$ cat src/core/dmm_pkg.sv
// Purpose: shared constants and types of the data memory map block
// Assumes: byte-wide internal and external-space memories, 256 bytes each
// Notes: apb offsets are byte addresses of aligned 32-bit words
package dmm_pkg;
  // internal data space landmarks
  localparam logic [7:0] DMM_WREG_TOP = 8'h1f; // last working-register byte
  localparam logic [7:0] DMM_BIT_BASE = 8'h20; // first bit-addressable byte
  localparam logic [7:0] DMM_BIT_TOP = 8'h2f; // last bit-addressable byte
  localparam logic [7:0] DMM_LOWER_TOP = 8'h7f; // top of directly reachable ram
  localparam logic [7:0] DMM_UID_BASE = 8'hfc; // first of the four identifier bytes
  localparam logic [7:0] DMM_SP_RESET = 8'h07; // stack pointer after reset
  // program status word fields
  localparam int DMM_BANK_LOW_POS = 3; // bank_select_low
  localparam int DMM_BANK_HIGH_POS = 4; // bank_select_high
  localparam logic [7:0] DMM_PSW_RESET = 8'h00;
  // configuration word fields
  localparam int DMM_CFG_FSWE_POS = 0; // flash_store_write_enable
  localparam int DMM_CFG_UIDI_POS = 1; // identifier in internal ram
  localparam int DMM_CFG_UIDX_POS = 2; // identifier in external-space ram
  localparam logic [7:0] DMM_CFG_RESET = 8'h00;
  // apb register offsets
  localparam logic [11:0] DMM_CFG_OFS = 12'h000;
  localparam logic [11:0] DMM_PSW_OFS = 12'h004;
  localparam logic [11:0] DMM_SP_OFS = 12'h008;
  localparam logic [11:0] DMM_UID_OFS = 12'h00c;
  // access kinds issued by the execution logic
  typedef enum logic [2:0] {
    DMM_OP_DIRECT, // direct byte address
    DMM_OP_INDIRECT, // @working_reg_zero / @working_reg_one
    DMM_OP_WREG, // working register n of active bank
    DMM_OP_BIT, // single bit by bit address
    DMM_OP_PUSH, // stack push
    DMM_OP_POP, // stack pop
    DMM_OP_XDPTR, // external_move_instruction via data_pointer_pair
    DMM_OP_XRI // external_move_instruction via working register
  } dmm_op_t;
endpackage

$ cat src/core/dmm_byte_ram.sv
// Purpose: byte ram with one masked write port and two asynchronous read ports
// Assumes: writes on the rising edge of pclk
// Notes: contents are not reset, as in real sram
`timescale 1ns/1ps
module dmm_byte_ram #(
  parameter int DEPTH = 256,
  parameter int AW = 8
) (
  input wire logic pclk,
  input wire logic we,
  input wire logic [AW-1:0] waddr,
  input wire logic [7:0] wdata,
  input wire logic [7:0] wmask,
  input wire logic [AW-1:0] raddr_a,
  output logic [7:0] rdata_a,
  input wire logic [AW-1:0] raddr_b,
  output logic [7:0] rdata_b
);
  // storage array
  logic [7:0] mem [DEPTH];

  // the decode assumes a full power-of-two array
  if (DEPTH != (1 << AW)) begin : g_bad_depth
    $error("dmm_byte_ram: DEPTH must equal 2**AW");
  end

  // async reads keep pointer fetch and data access in one cycle
  assign rdata_a = mem[raddr_a];
  assign rdata_b = mem[raddr_b];

  // masked write merges only the selected bits
  always_ff @(posedge pclk) begin
    if (we) begin
      mem[waddr] <= (mem[waddr] & ~wmask) | (wdata & wmask);
    end
  end
endmodule

$ cat src/core/dmm_data_memory_map.sv
// Purpose: data memory map of the core: banks, bit space, stack, external-space ram
// Assumes: execution logic on pclk issues one access per cycle, answered next cycle
// Notes: configuration, status word and stack pointer reached over apb
//
// What this block does
// - indirect above 0x7F reaches upper ram
// - direct above 0x7F reaches special function space
// - 0x00-0x1F form four eight-register banks
// - status word bank bits pick one bank
// - indirect pointer from active bank register 0/1
// - bytes 0x20-0x2F also hold 128 bits
// - bit address maps to byte 0x20+a/8
// - operand type alone selects bit or byte
// - push writes pointer plus one, then increments
// - reset loads stack pointer with 0x07
// - stack may span all internal memory
// - 256 external-space bytes via both forms
// - upper external address byte is ignored; redirected flash writes keep it in flash_addr
// - external moves target on-chip ram by default
// - identifier option in top internal bytes
// - identifier option in top external bytes
// - flash write enable redirects external writes
//
// Our own choices: the APB slave port and the register offsets.
`timescale 1ns/1ps
module dmm_data_memory_map
  import dmm_pkg::*;
#(
  parameter logic [31:0] UNIT_ID = 32'h5a3c_1e07 // arbitrary value
) (
  input wire logic pclk,
  input wire logic presetn,
  // apb slave
  input wire logic psel,
  input wire logic penable,
  input wire logic pwrite,
  input wire logic [11:0] paddr,
  input wire logic [31:0] pwdata,
  output logic [31:0] prdata,
  output logic pready,
  output logic pslverr,
  // access port from execution logic
  input wire logic core_req,
  input wire dmm_op_t core_op,
  input wire logic core_we,
  input wire logic [15:0] core_addr,
  input wire logic [7:0] core_wdata,
  input wire logic core_bit_wdata,
  output logic core_ack,
  output logic [7:0] core_rdata,
  // forwarded special function space access
  output logic sfr_req,
  output logic sfr_we,
  output logic sfr_bit,
  output logic [7:0] sfr_addr,
  output logic [7:0] sfr_wdata,
  // redirected flash byte write
  output logic flash_wr,
  output logic [15:0] flash_addr,
  output logic [7:0] flash_wdata,
  // state views
  output logic [7:0] stack_pointer_out,
  output logic [1:0] active_bank
);
  // software-visible state
  logic [7:0] config_word; // enables and identifier placement
  logic [7:0] program_status_word; // holds bank select bits
  logic [7:0] stack_pointer_reg; // last occupied stack byte
  logic started; // low only in the first cycle after reset

  // ram port wires
  logic [7:0] iram_rdata;
  logic [7:0] iram_ptr;
  logic [7:0] external_space_ram_rdata;
  // the external-space ram needs only one read port; the second stays open

  // decoded controls
  wire fswe = config_word[DMM_CFG_FSWE_POS];
  wire uid_in_iram = config_word[DMM_CFG_UIDI_POS];
  wire uid_in_external_space_ram = config_word[DMM_CFG_UIDX_POS];
  wire [1:0] bank = {program_status_word[DMM_BANK_HIGH_POS], program_status_word[DMM_BANK_LOW_POS]};

  wire [7:0] ptr_addr = {3'b000, bank, 2'b00, core_addr[0]};

  // operation classes
  wire op_direct = core_op == DMM_OP_DIRECT;
  wire op_ind = core_op == DMM_OP_INDIRECT;
  wire op_wreg = core_op == DMM_OP_WREG;
  wire op_bit = core_op == DMM_OP_BIT;
  wire op_push = core_op == DMM_OP_PUSH;
  wire op_pop = core_op == DMM_OP_POP;
  wire op_xdptr = core_op == DMM_OP_XDPTR;
  wire op_xri = core_op == DMM_OP_XRI;
  wire op_x = op_xdptr | op_xri;

  // direct and bit addresses with bit 7 set leave the ram
  wire to_sfr = (op_direct | op_bit) & core_addr[7];

  // bit address to byte and bit position
  wire [7:0] bit_byte = DMM_BIT_BASE + {4'h0, core_addr[6:3]};
  wire [7:0] bit_mask = 8'h01 << core_addr[2:0];

  // stack neighbours; 8-bit wrap lets the stack use all 256 bytes
  wire [7:0] sp_inc = stack_pointer_reg + 8'h01;
  wire [7:0] sp_dec = stack_pointer_reg - 8'h01;

  // internal address select
  // indirect uses the pointer value over the full 256 bytes
  // working register n of bank b sits at 8*b+n
  // push goes to pointer plus one
  wire [7:0] iram_addr = op_ind ? iram_ptr :
                         op_wreg ? {3'b000, bank, core_addr[2:0]} :
                         op_bit ? bit_byte :
                         op_push ? sp_inc :
                         op_pop ? stack_pointer_reg :
                         core_addr[7:0];

  // upper byte of the data_pointer_pair is ignored
  wire [7:0] external_space_ram_addr = op_xri ? iram_ptr : core_addr[7:0];

  // identifier windows replace storage when enabled
  // top four internal bytes
  wire iram_uid_hit = uid_in_iram & (iram_addr >= DMM_UID_BASE);
  wire external_space_ram_uid_hit = uid_in_external_space_ram & (external_space_ram_addr >= DMM_UID_BASE);
  wire [31:0] uid_shift_i = UNIT_ID >> {iram_addr[1:0], 3'b000};
  wire [31:0] uid_shift_x = UNIT_ID >> {external_space_ram_addr[1:0], 3'b000};
  wire [7:0] iram_byte = iram_uid_hit ? uid_shift_i[7:0] : iram_rdata;
  wire [7:0] external_space_ram_byte = external_space_ram_uid_hit ? uid_shift_x[7:0] : external_space_ram_rdata;

  // internal write enable; identifier bytes are read-only
  wire iram_op = ~op_x & ~to_sfr;
  wire iram_we = core_req & iram_op & (core_we | op_push) & ~op_pop & ~iram_uid_hit;
  // only a bit operand narrows the write
  wire [7:0] iram_wmask = op_bit ? bit_mask : 8'hff;
  wire [7:0] iram_wdata = op_bit ? {8{core_bit_wdata}} : core_wdata;

  // external writes stay on chip unless flash writes are enabled
  wire external_space_ram_we = core_req & op_x & core_we & ~fswe & ~external_space_ram_uid_hit;
  wire flash_go = core_req & op_x & core_we & fswe;

  // bit read returns the selected bit of the byte
  wire [2:0] bit_pos = core_addr[2:0];
  wire [7:0] rd_bit = {7'h00, iram_byte[bit_pos]};
  wire [7:0] next_core_rdata = op_x ? external_space_ram_byte : op_bit ? rd_bit : iram_byte;

  // internal ram: port a data, port b pointer register
  dmm_byte_ram #(.DEPTH(256), .AW(8)) u_iram (
    .pclk(pclk),
    .we(iram_we),
    .waddr(iram_addr),
    .wdata(iram_wdata),
    .wmask(iram_wmask),
    .raddr_a(iram_addr),
    .rdata_a(iram_rdata),
    .raddr_b(ptr_addr),
    .rdata_b(iram_ptr)
  );

  // on-chip external-space ram for both move forms
  dmm_byte_ram #(.DEPTH(256), .AW(8)) u_external_space_ram (
    .pclk(pclk),
    .we(external_space_ram_we),
    .waddr(external_space_ram_addr),
    .wdata(core_wdata),
    .wmask(8'hff),
    .raddr_a(external_space_ram_addr),
    .rdata_a(external_space_ram_rdata),
    .raddr_b(8'h00),
    .rdata_b()
  );

  // apb decode; zero-wait-state would need a combinational pready
  wire apb_setup_done = psel & penable & ~pready;
  wire apb_fire = psel & penable & pready;
  wire hit_cfg = paddr == DMM_CFG_OFS;
  wire hit_psw = paddr == DMM_PSW_OFS;
  wire hit_sp = paddr == DMM_SP_OFS;
  wire hit_uid = paddr == DMM_UID_OFS;
  wire hit_any = hit_cfg | hit_psw | hit_sp | hit_uid;
  wire [31:0] next_prdata = hit_cfg ? {24'h000000, config_word} :
                            hit_psw ? {24'h000000, program_status_word} :
                            hit_sp ? {24'h000000, stack_pointer_reg} :
                            hit_uid ? UNIT_ID : 32'h00000000;
  wire apb_wr = apb_fire & pwrite;

  // stack movement wins over a software write in the same cycle
  wire push_go = core_req & op_push;
  wire pop_go = core_req & op_pop;
  wire [7:0] next_sp = push_go ? sp_inc :
                       pop_go ? sp_dec :
                       (apb_wr & hit_sp) ? pwdata[7:0] : stack_pointer_reg;

  // apb answer one cycle into the access phase
  always_ff @(posedge pclk or negedge presetn) begin
    if (!presetn) begin
      pready <= 1'b0;
      prdata <= 32'h00000000;
      pslverr <= 1'b0;
    end else begin
      pready <= apb_setup_done;
      prdata <= apb_setup_done ? next_prdata : prdata;
      pslverr <= apb_setup_done & ~hit_any;
    end
  end

  // software registers, written at the completing edge
  always_ff @(posedge pclk or negedge presetn) begin
    if (!presetn) begin
      config_word <= DMM_CFG_RESET;
      program_status_word <= DMM_PSW_RESET;
    end else begin
      if (apb_wr & hit_cfg) begin
        config_word <= pwdata[7:0];
      end
      // bank select comes from the status word
      if (apb_wr & hit_psw) begin
        program_status_word <= pwdata[7:0];
      end
    end
  end

  // pointer wraps freely over the whole space
  always_ff @(posedge pclk or negedge presetn) begin
    if (!presetn) begin
      stack_pointer_reg <= DMM_SP_RESET;
      started <= 1'b0;
    end else begin
      stack_pointer_reg <= next_sp;
      started <= 1'b1;
    end
  end

  // answers to the execution logic, one cycle after the request
  always_ff @(posedge pclk or negedge presetn) begin
    if (!presetn) begin
      core_ack <= 1'b0;
      core_rdata <= 8'h00;
      sfr_req <= 1'b0;
      sfr_we <= 1'b0;
      sfr_bit <= 1'b0;
      sfr_addr <= 8'h00;
      sfr_wdata <= 8'h00;
    end else begin
      core_ack <= core_req;
      core_rdata <= core_req ? next_core_rdata : core_rdata;
      sfr_req <= core_req & to_sfr;
      sfr_we <= core_req & to_sfr & core_we;
      sfr_bit <= op_bit;
      sfr_addr <= core_addr[7:0];
      sfr_wdata <= op_bit ? {7'h00, core_bit_wdata} : core_wdata;
    end
  end

  // flash byte write pulse carries the full 16-bit address
  always_ff @(posedge pclk or negedge presetn) begin
    if (!presetn) begin
      flash_wr <= 1'b0;
      flash_addr <= 16'h0000;
      flash_wdata <= 8'h00;
    end else begin
      flash_wr <= flash_go;
      flash_addr <= op_xri ? {8'h00, iram_ptr} : core_addr;
      flash_wdata <= core_wdata;
    end
  end

  // state views straight from flops
  assign stack_pointer_out = stack_pointer_reg;
  assign active_bank = bank;

  // checks
  a_sp_after_reset: assert property (
    @(posedge pclk) disable iff (!presetn) !started |-> stack_pointer_reg == 8'h07)
    else $error("stack pointer not 0x07 after reset");
  a_push_increments: assert property (
    @(posedge pclk) disable iff (!presetn) core_req && core_op == DMM_OP_PUSH
      |-> iram_addr == stack_pointer_reg + 8'h01 ##1 stack_pointer_reg == $past(stack_pointer_reg) + 8'h01)
    else $error("push did not target and advance pointer");
  a_pop_decrements: assert property (
    @(posedge pclk) disable iff (!presetn) core_req && core_op == DMM_OP_POP
      |-> !iram_we ##1 stack_pointer_reg == $past(stack_pointer_reg) - 8'h01)
    else $error("pop did not retreat pointer");
  a_indirect_ram: assert property (
    @(posedge pclk) disable iff (!presetn) core_req && core_op == DMM_OP_INDIRECT |=> core_ack && !sfr_req)
    else $error("indirect access left the ram");
  a_direct_sfr: assert property (
    @(posedge pclk) disable iff (!presetn) core_req && core_op == DMM_OP_DIRECT && core_addr[7]
      |-> !iram_we ##1 sfr_req && sfr_addr == $past(core_addr[7:0]))
    else $error("direct upper access not forwarded");
  a_bank_address: assert property (
    @(posedge pclk) disable iff (!presetn) core_req && core_op == DMM_OP_WREG
      |-> iram_addr <= DMM_WREG_TOP && iram_addr[4:3] == active_bank)
    else $error("working register outside active bank");
  a_pointer_source: assert property (
    @(posedge pclk) disable iff (!presetn) core_req && core_op == DMM_OP_INDIRECT
      |-> ptr_addr[7:1] == {3'b000, active_bank, 2'b00})
    else $error("pointer not from active bank");
  a_bit_map: assert property (
    @(posedge pclk) disable iff (!presetn) core_req && core_op == DMM_OP_BIT && !core_addr[7]
      |-> iram_addr >= DMM_BIT_BASE && iram_addr <= DMM_BIT_TOP && $onehot(iram_wmask))
    else $error("bit address mapped wrongly");
  a_external_space_ram_alias: assert property (
    @(posedge pclk) disable iff (!presetn) core_req && core_op == DMM_OP_XDPTR |-> external_space_ram_addr == core_addr[7:0])
    else $error("upper external address byte used");
  a_flash_redirect: assert property (
    @(posedge pclk) disable iff (!presetn) flash_go |-> !external_space_ram_we ##1 flash_wr && flash_wdata == $past(core_wdata))
    else $error("write not redirected to flash");
  a_apb_answer: assert property (
    @(posedge pclk) disable iff (!presetn) psel && penable && !pready |=> pready)
    else $error("apb access not answered");
  c_push: cover property (@(posedge pclk) disable iff (!presetn) push_go);
  c_push_pop: cover property (@(posedge pclk) disable iff (!presetn) push_go ##1 pop_go);
  c_bit_write: cover property (@(posedge pclk) disable iff (!presetn) iram_we && op_bit);
  c_flash: cover property (@(posedge pclk) disable iff (!presetn) flash_wr);
endmodule

$ cat config.mk
export PLATFORM = sky130hd
export DESIGN_NAME = dmm_data_memory_map
export DESIGN_NICKNAME = d
export VERILOG_FILES = /design/src/core/dmm_pkg.sv /design/src/core/dmm_byte_ram.sv /design/src/core/dmm_data_memory_map.sv
export SDC_FILE = /design/constraint.sdc
export NUM_CORES = 2
export LEC_CHECK = 0
export ABC_AREA = 1
export BUFFER_PORTS_ARGS = -buffer_cell sky130_fd_sc_hd__buf_2
export CAP_MARGIN = 20
export CORE_MARGIN = 8
export CORE_UTILIZATION = 35
export DETAILED_ROUTE_END_ITERATION = 10
export PLACE_DENSITY = 0.47
export SLEW_MARGIN = 20
export SYNTH_ARGS = -nofsm -noshare
export SYNTH_HDL_FRONTEND = slang
export SYNTH_SLANG_ARGS = --single-unit
$ cat constraint.sdc
create_clock -name pclk -period 16.52 [get_ports pclk]
set_clock_uncertainty 0.2 [all_clocks]
set_input_delay 0 -clock pclk [delete_from_list [all_inputs] [get_ports pclk]]
set_output_delay 0 -clock pclk [all_outputs]
set_load 0.02 [all_outputs]
# After elaboration in Yosys (flattened, before gate mapping)
# Memory sizes are Yosys's and may differ from the RTL's.
# Index checks and enable logic that the tools add are counted.
# word_totals
out_inout_bits	97
wordCells	110
reg_bits	111
in_bits	79
memories	2
mem_bits_rw	4096
# classes
shifts	3
n_addsub	3
bitwise	43
n_reduce_logical	3
mux	27
eq_ne	10
magnitude_cmp	3
# memory_table
name	words	word_bits	read_ports	rd_clocked_by_memory_dff	write_ports	line_no	text
u_external_space_ram.mem	256	8	1	0	1	dmm_byte_ram.sv:20	logic [7:0] mem [DEPTH];
u_iram.mem	256	8	2	0	1	dmm_byte_ram.sv:20	
# ops
op	count
8-bit 2-to-1 mux	16
31-bit 2-to-1 mux	4
31-bit by 5-bit >> shifter with 8-bit output, first input constant	2
1-bit AND	25
12-bit by 4-bit == test with 1-bit output, second input constant	2
8-bit AND	2
8-bit greater-or-equal comparator, second input constant	2
16-bit 2-to-1 mux	1
12-bit by 3-bit == test with 1-bit output, second input constant	1
3-bit == test, second input constant	4
12-bit logical NOT	1
8-bit by 1-bit adder with 8-bit output, second input constant	1
1-bit NOT	8
8-bit NOT	1
8-bit OR	1
1-bit by 3-bit left shift with 8-bit output, first input constant	1
8-bit by 1-bit subtractor with 8-bit output, second input constant	1
6-bit by 4-bit adder with 7-bit output, first input constant	1
3-bit by 2-bit == test with 1-bit output, second input constant	2
1-bit OR	6
1-bit 2-to-1 mux	5
3-bit by 4-bit < comparator with 1-bit output, second input constant	1
1-bit binary-select mux with 3-bit select	1
3-bit by 1-bit == test with 1-bit output, second input constant	1
2 further kinds	2

# Depth between registers and ports, before layout
# logic_depth
ltp_word	13
ltp_mapped	36

# Cells and area by module
# From an unflattened synthesis, not the netlist that was laid out.
# hier_totals
cells_unflattened	30562
hier_area_um2	243534.8
# by_module_without_submodules
mod	instances	cells_each	seq_area_each_um2	area_per_inst_um2
dmm_byte_ram	2	14971	61499.0	119387.0
dmm_data_memory_map	1	620	2205.9	4760.8

# Worst setup path before layout
# OpenSTA, ideal clock, no wires.
# synth_path
path_type	flip-flop to flip-flop
start	reg stack_pointer_reg[0], in the netlist stack_pointer_out[0]
end	mem u_iram.mem[0][5], data pin
setup_slack_ns	1.645
stages_incl_launch_ff	21
period_less_slack_ns	14.875
setup_ns	2.187
arrival_time_ns	12.488
required_time_ns	14.133
cell_sequence	dfstp_2 -> inv_1 -> ha_1 -> nand2_1 -> nand3_1 -> o21ai_1 -> nand2_1 -> nand2_2 -> buf_2 -> buf_2 -> buf_2 -> nand2_1 -> nand2_1 -> nand2_1 -> nand4_1 -> nand2_1 -> nand2_1 -> nand2_1 -> nand3_1 -> nor2_1 -> o21ai_0
# synth_between
elab_chain_len	8
word_cells_on_any_way	9
cone_classes	add/sub (1); mux (5); bitwise (2); memory (1)
# synth_rtl
element	line_no	text
start, declared	dmm_data_memory_map.sv:68	logic [7:0] stack_pointer_reg;
start signal, assigned	dmm_data_memory_map.sv:228	stack_pointer_reg <= next_sp;
8-bit by 1-bit adder with 8-bit output or 8-bit 2-to-1 mux (tied branches)	dmm_data_memory_map.sv:104, dmm_data_memory_map.sv:115	
8-bit 2-to-1 mux (*)	dmm_data_memory_map.sv:114	op_push ? sp_inc :
8-bit 2-to-1 mux (*)	dmm_data_memory_map.sv:113	op_bit ? bit_byte :
8-bit 2-to-1 mux (*)	dmm_data_memory_map.sv:112	op_wreg ? {3'b000, bank, core_addr[2:0]} :
8-bit 2-to-1 mux (*)	dmm_data_memory_map.sv:111	wire [7:0] iram_addr = op_ind ? iram_ptr :
memory 256 x 8 bit (*)	n/a	
8-bit AND (*)	dmm_byte_ram.sv:34	mem[waddr] <= (mem[waddr] & ~wmask) | (wdata & wmask);
8-bit OR (*)	dmm_byte_ram.sv:34	
end, declared	dmm_byte_ram.sv:20	
# Mark *: on every way between the ends. The rest lies on a longest branch, timed or not.

# Worst setup path in the final report
# layout_path
start	in core_addr[0]
end	mem u_iram.mem[178][5], data pin
# layout_between
elab_chain_len	8
word_cells_on_any_way	12
cone_classes	shift (1); mux (6); bitwise (4); memory (1)
# layout_rtl
element	line_no	text
start, declared	dmm_data_memory_map.sv:46	input wire logic [15:0] core_addr,
parallel branches: the longest is 7 deep, another holds memory 256 x 8 bit	n/a	
8-bit OR (*)	dmm_byte_ram.sv:34	
# Mark *: on every way between the ends.

==> flow_summary_export.csv <==
group,metric,value,unit
logic_synthesis,synthCells,13600,
layout,final_cell_mix,"nand2_1 (5104), edfxtp_1 (4096), a22oi_1 (1033)",
clock_network,htreeDepth,5,
die,die_h,708,um
sta,worstMarginPinSlew,1.24,ns
layout,fill_cells,45500,
pwr,powerDensity,125,nW/um2
layout,register_area,125000,um2
global_route,antenna_found_initial,37,
clock_network,cts_resized,0,
clock_network,cts.path.max_buffers,4,
worst_setup_path,critPathSlowestCell,"buf_4",
clock_network,cts_tree,"built",
layout,drive_gt1_share,7.68,%
sta,slew_violations,0,
logic_synthesis,yosysSeqAreaShare,74.7,%
global_route,grt_use_met1,30.9,%
logic_synthesis,synth_edf_count,4096,
sta,hold_violations,0,
worst_setup_path,r2r_slack,7.68,ns
detailed_routing,avgViaCountPerCell,5.23,
detailed_routing,detail-route-antenna-nets,0,
pwr,worst_ir_drop_vdd,0.102,mV
worst_setup_path,critPathKind,"input port to flop",
placement,io_buffers,139,
worst_setup_path,worst-endpoint-arrival,9.56,ns
sta,min_period_over_period,55.1,%
detailed_routing,remaining_drc_errors,0,
worst_setup_path,crit_path_max_fanout,170,
sta,fmax,110,MHz
min_path,hold_class,"input port to flop",
worst_setup_path,required,16.97,ns
detailed_routing,wl,554000,um
worst_setup_path,cpMostUsedCell,"nand2_1",
clock_network,cts.clk_slew.worst_paths,0.06,ns
logic_synthesis,synth-main-ff-cell,"edfxtp_1",
status,outcome,"finished, final reports clean",
layout,multi_input_area,38100,um2
die,start_util,35.1,%
detailed_routing,drt_iter0_markers,11600,
clock_network,cts_setup_buffers,0,
layout,final_common_cell,"nand2_1",
global_route,grt_pass1_vias,103000,
global_route,use_met3,3.56,%
global_route,grt_pass1_wl,781000,um
layout,layout.nets,13900,
logic_synthesis,async_flop_share,2.10,%
sta,fin_ws,7.41,ns
worst_setup_path,end_kind,"flop",
detailed_routing,first_pass_iters,6,
global_route,grt.total_usage,21.2,%
flow_run,drv_cap,0,
layout,syn_to_final_growth,13.9,%
min_path,hold_start,"core_addr[7]",
sta,slew_headroom,17.4,%
die,core_area,478000,um2
worst_setup_path,crit_start,"core_addr[0]",
sta,period_minus_slack,9.11,ns
detailed_routing,num_vias,108000,
sta,setup_viol,0,
clock_network,cts_root_buf,"clkbuf_16",
placement,dpl.hpwl,320000,um
logic_synthesis,ys_seq_elements,4184,
sta,setup_tns,0,ns
die,die_area,502000,um2
global_route,grt_use_met2,32.6,%
global_route,grt_max_degree,199,
clock_network,cts.sinks,4184,
placement,post-place-ws,7.79,ns
pwr,p_leak,68.7,nW
worst_setup_path,rr_startpoint,"program_status_word[3]",
logic_synthesis,ys_types,56,
die,rows,254,
logic_synthesis,synth.avg_cell_area,12.3,um2
logic_synthesis,synth_area,168000,um2
global_route,gr-total-overflow,0,
clock_network,holdBufCountCts,149,
die,fp.dieW,708,um
worst_setup_path,cp_slowest_stage_delay,0.77,ns
placement,place.gp.congestion,0.872,
detailed_routing,post_drt_wl_per_cell,26.9,um
global_route,grt_busiest_layer,"met2",
worst_setup_path,cp-start-kind,"input port",
clock_network,insertion_delay,1.03,ns
sta,rsz0062_at_grt,"false",
die,ios,176,
logic_synthesis,ys_warn_count,0,
clock_network,numCtsBuffers,450,
[routing by layer]
metal  routed length, um  vias up
met5                  35        -
met4               18000        6
met3               37700      760
met2              248000     3612
met1              251000    54800
li1                    -    48700
[metrics by stage]
step                total power, W  cells  hold WS (ns)  instance area, um2  util [%]
detailed placement          0.0145  19600       -0.0947              176000      36.7
global route                0.0247  20600        0.0964              191000      40.0
floorplan                   0.0134  13700        -0.496              168000         -
CTS                         0.0241  20600        0.0490              191000      40.0
finish                      0.0240  20600         0.144              191000      40.0
global placement            0.0145  19600       -0.0953              176000      36.7
[layout make-up]
type / instances / share of cell area [%]
diodes: 32 / 0.0419
clock buffers: 592 / 6.28
clock inverters: 223 / 0.919
inverters: 344 / 0.690
multi-input cells: 8323 / 19.9
flip-flops and latches: 4184 / 65.5
well taps: 6400 / 4.19
repair buffers: 534 / 2.45
[synthesized netlist by cell type, drive strengths merged (2+ instances only)]
cell     number  share of area (%)
o221ai       11              0.057
a22o         10              0.052
dfstp         3              0.047
o2111ai      12              0.063
nor3        179               0.54
edfxtp     4096                 73
dfrtp        85                1.3
clkbuf      314               0.70
nor2        840                1.9
o31ai        95               0.43
a21boi       28               0.13
a22oi      1033                4.6
clkinv        7              0.016
ha            2              0.015
nor4         20              0.075
a21o         19              0.085
nand3b        5              0.022
a32o          2              0.012
nand3       161               0.49
xor2          8              0.042
o22ai        73               0.27
nand4        51               0.19
nand2      5142                 12
o211ai        8              0.036
o41ai         4              0.021
a41oi         3              0.016
or2          12              0.045
inv         337               0.75
a2111oi       2              0.010
a221oi        5              0.026
a21oi       356                1.1
a31oi         9              0.034
buf         487                1.4
o21ai       214               0.64
[where the power goes]
part / switching (W) / internal, W / total (W) / leakage, nW
Combinational: 0.00202 / 0.000558 / 0.00257 / 24.0
Clock: 0.00426 / 0.00536 / 0.00961 / 6.70
Sequential: 0.0000299 / 0.0118 / 0.0118 / 37.9
[critical path: cells and delay by family]
kind	cells	cell delay, ns
and+or+nand+nor	16	2.43
buffers and inverters	11	5.58
AOI/OAI and AO/OA	2	0.90
[path summary, 6_finish.rpt]
path,endpoint,depth (start not counted)
max in group asynchronous,flash_wdata[2],5
hold reg to reg,core_rdata[4],2
setup reg to reg,u_iram.mem[178][5],25
setup / recovery,u_iram.mem[178][5],29
min in group asynchronous,sfr_addr[1],5
hold / removal,sfr_addr[7],3
[cells by family (layout without fill, tap and decap cells)]
| kind of cell | Yosys count | after routing | share of synthesized area (%) |
|---|---|---|---|
| AND/OR/NAND/NOR | 6412 | 6412 | 14.8 |
| flip-flops | 4184 | 4184 | 74.7 |
| AO/OA/AOI/OAI | 1888 | 1888 | 7.58 |
| buffers and inverters | 1145 | 1693 | 2.92 |
| XOR/XNOR | 9 | 9 | 0.0470 |
| adder cells (fa/ha/maj) | 2 | 2 | 0.0149 |
| other | 1 | 44 | 0.00224 |
[sequential cells by signal, indices dropped and copies added, names as in the netlist, 8 cells and up]
signal / cells
sfr_addr: 8
prdata: 9
u_iram.mem: 2048
flash_wdata: 8
program_status_word: 8
u_external_space_ram.mem: 2048
stack_pointer_out: 8
config_word: 8
sfr_wdata: 8
core_rdata: 8
flash_addr: 16
Power figures use the tool's default switching activity.
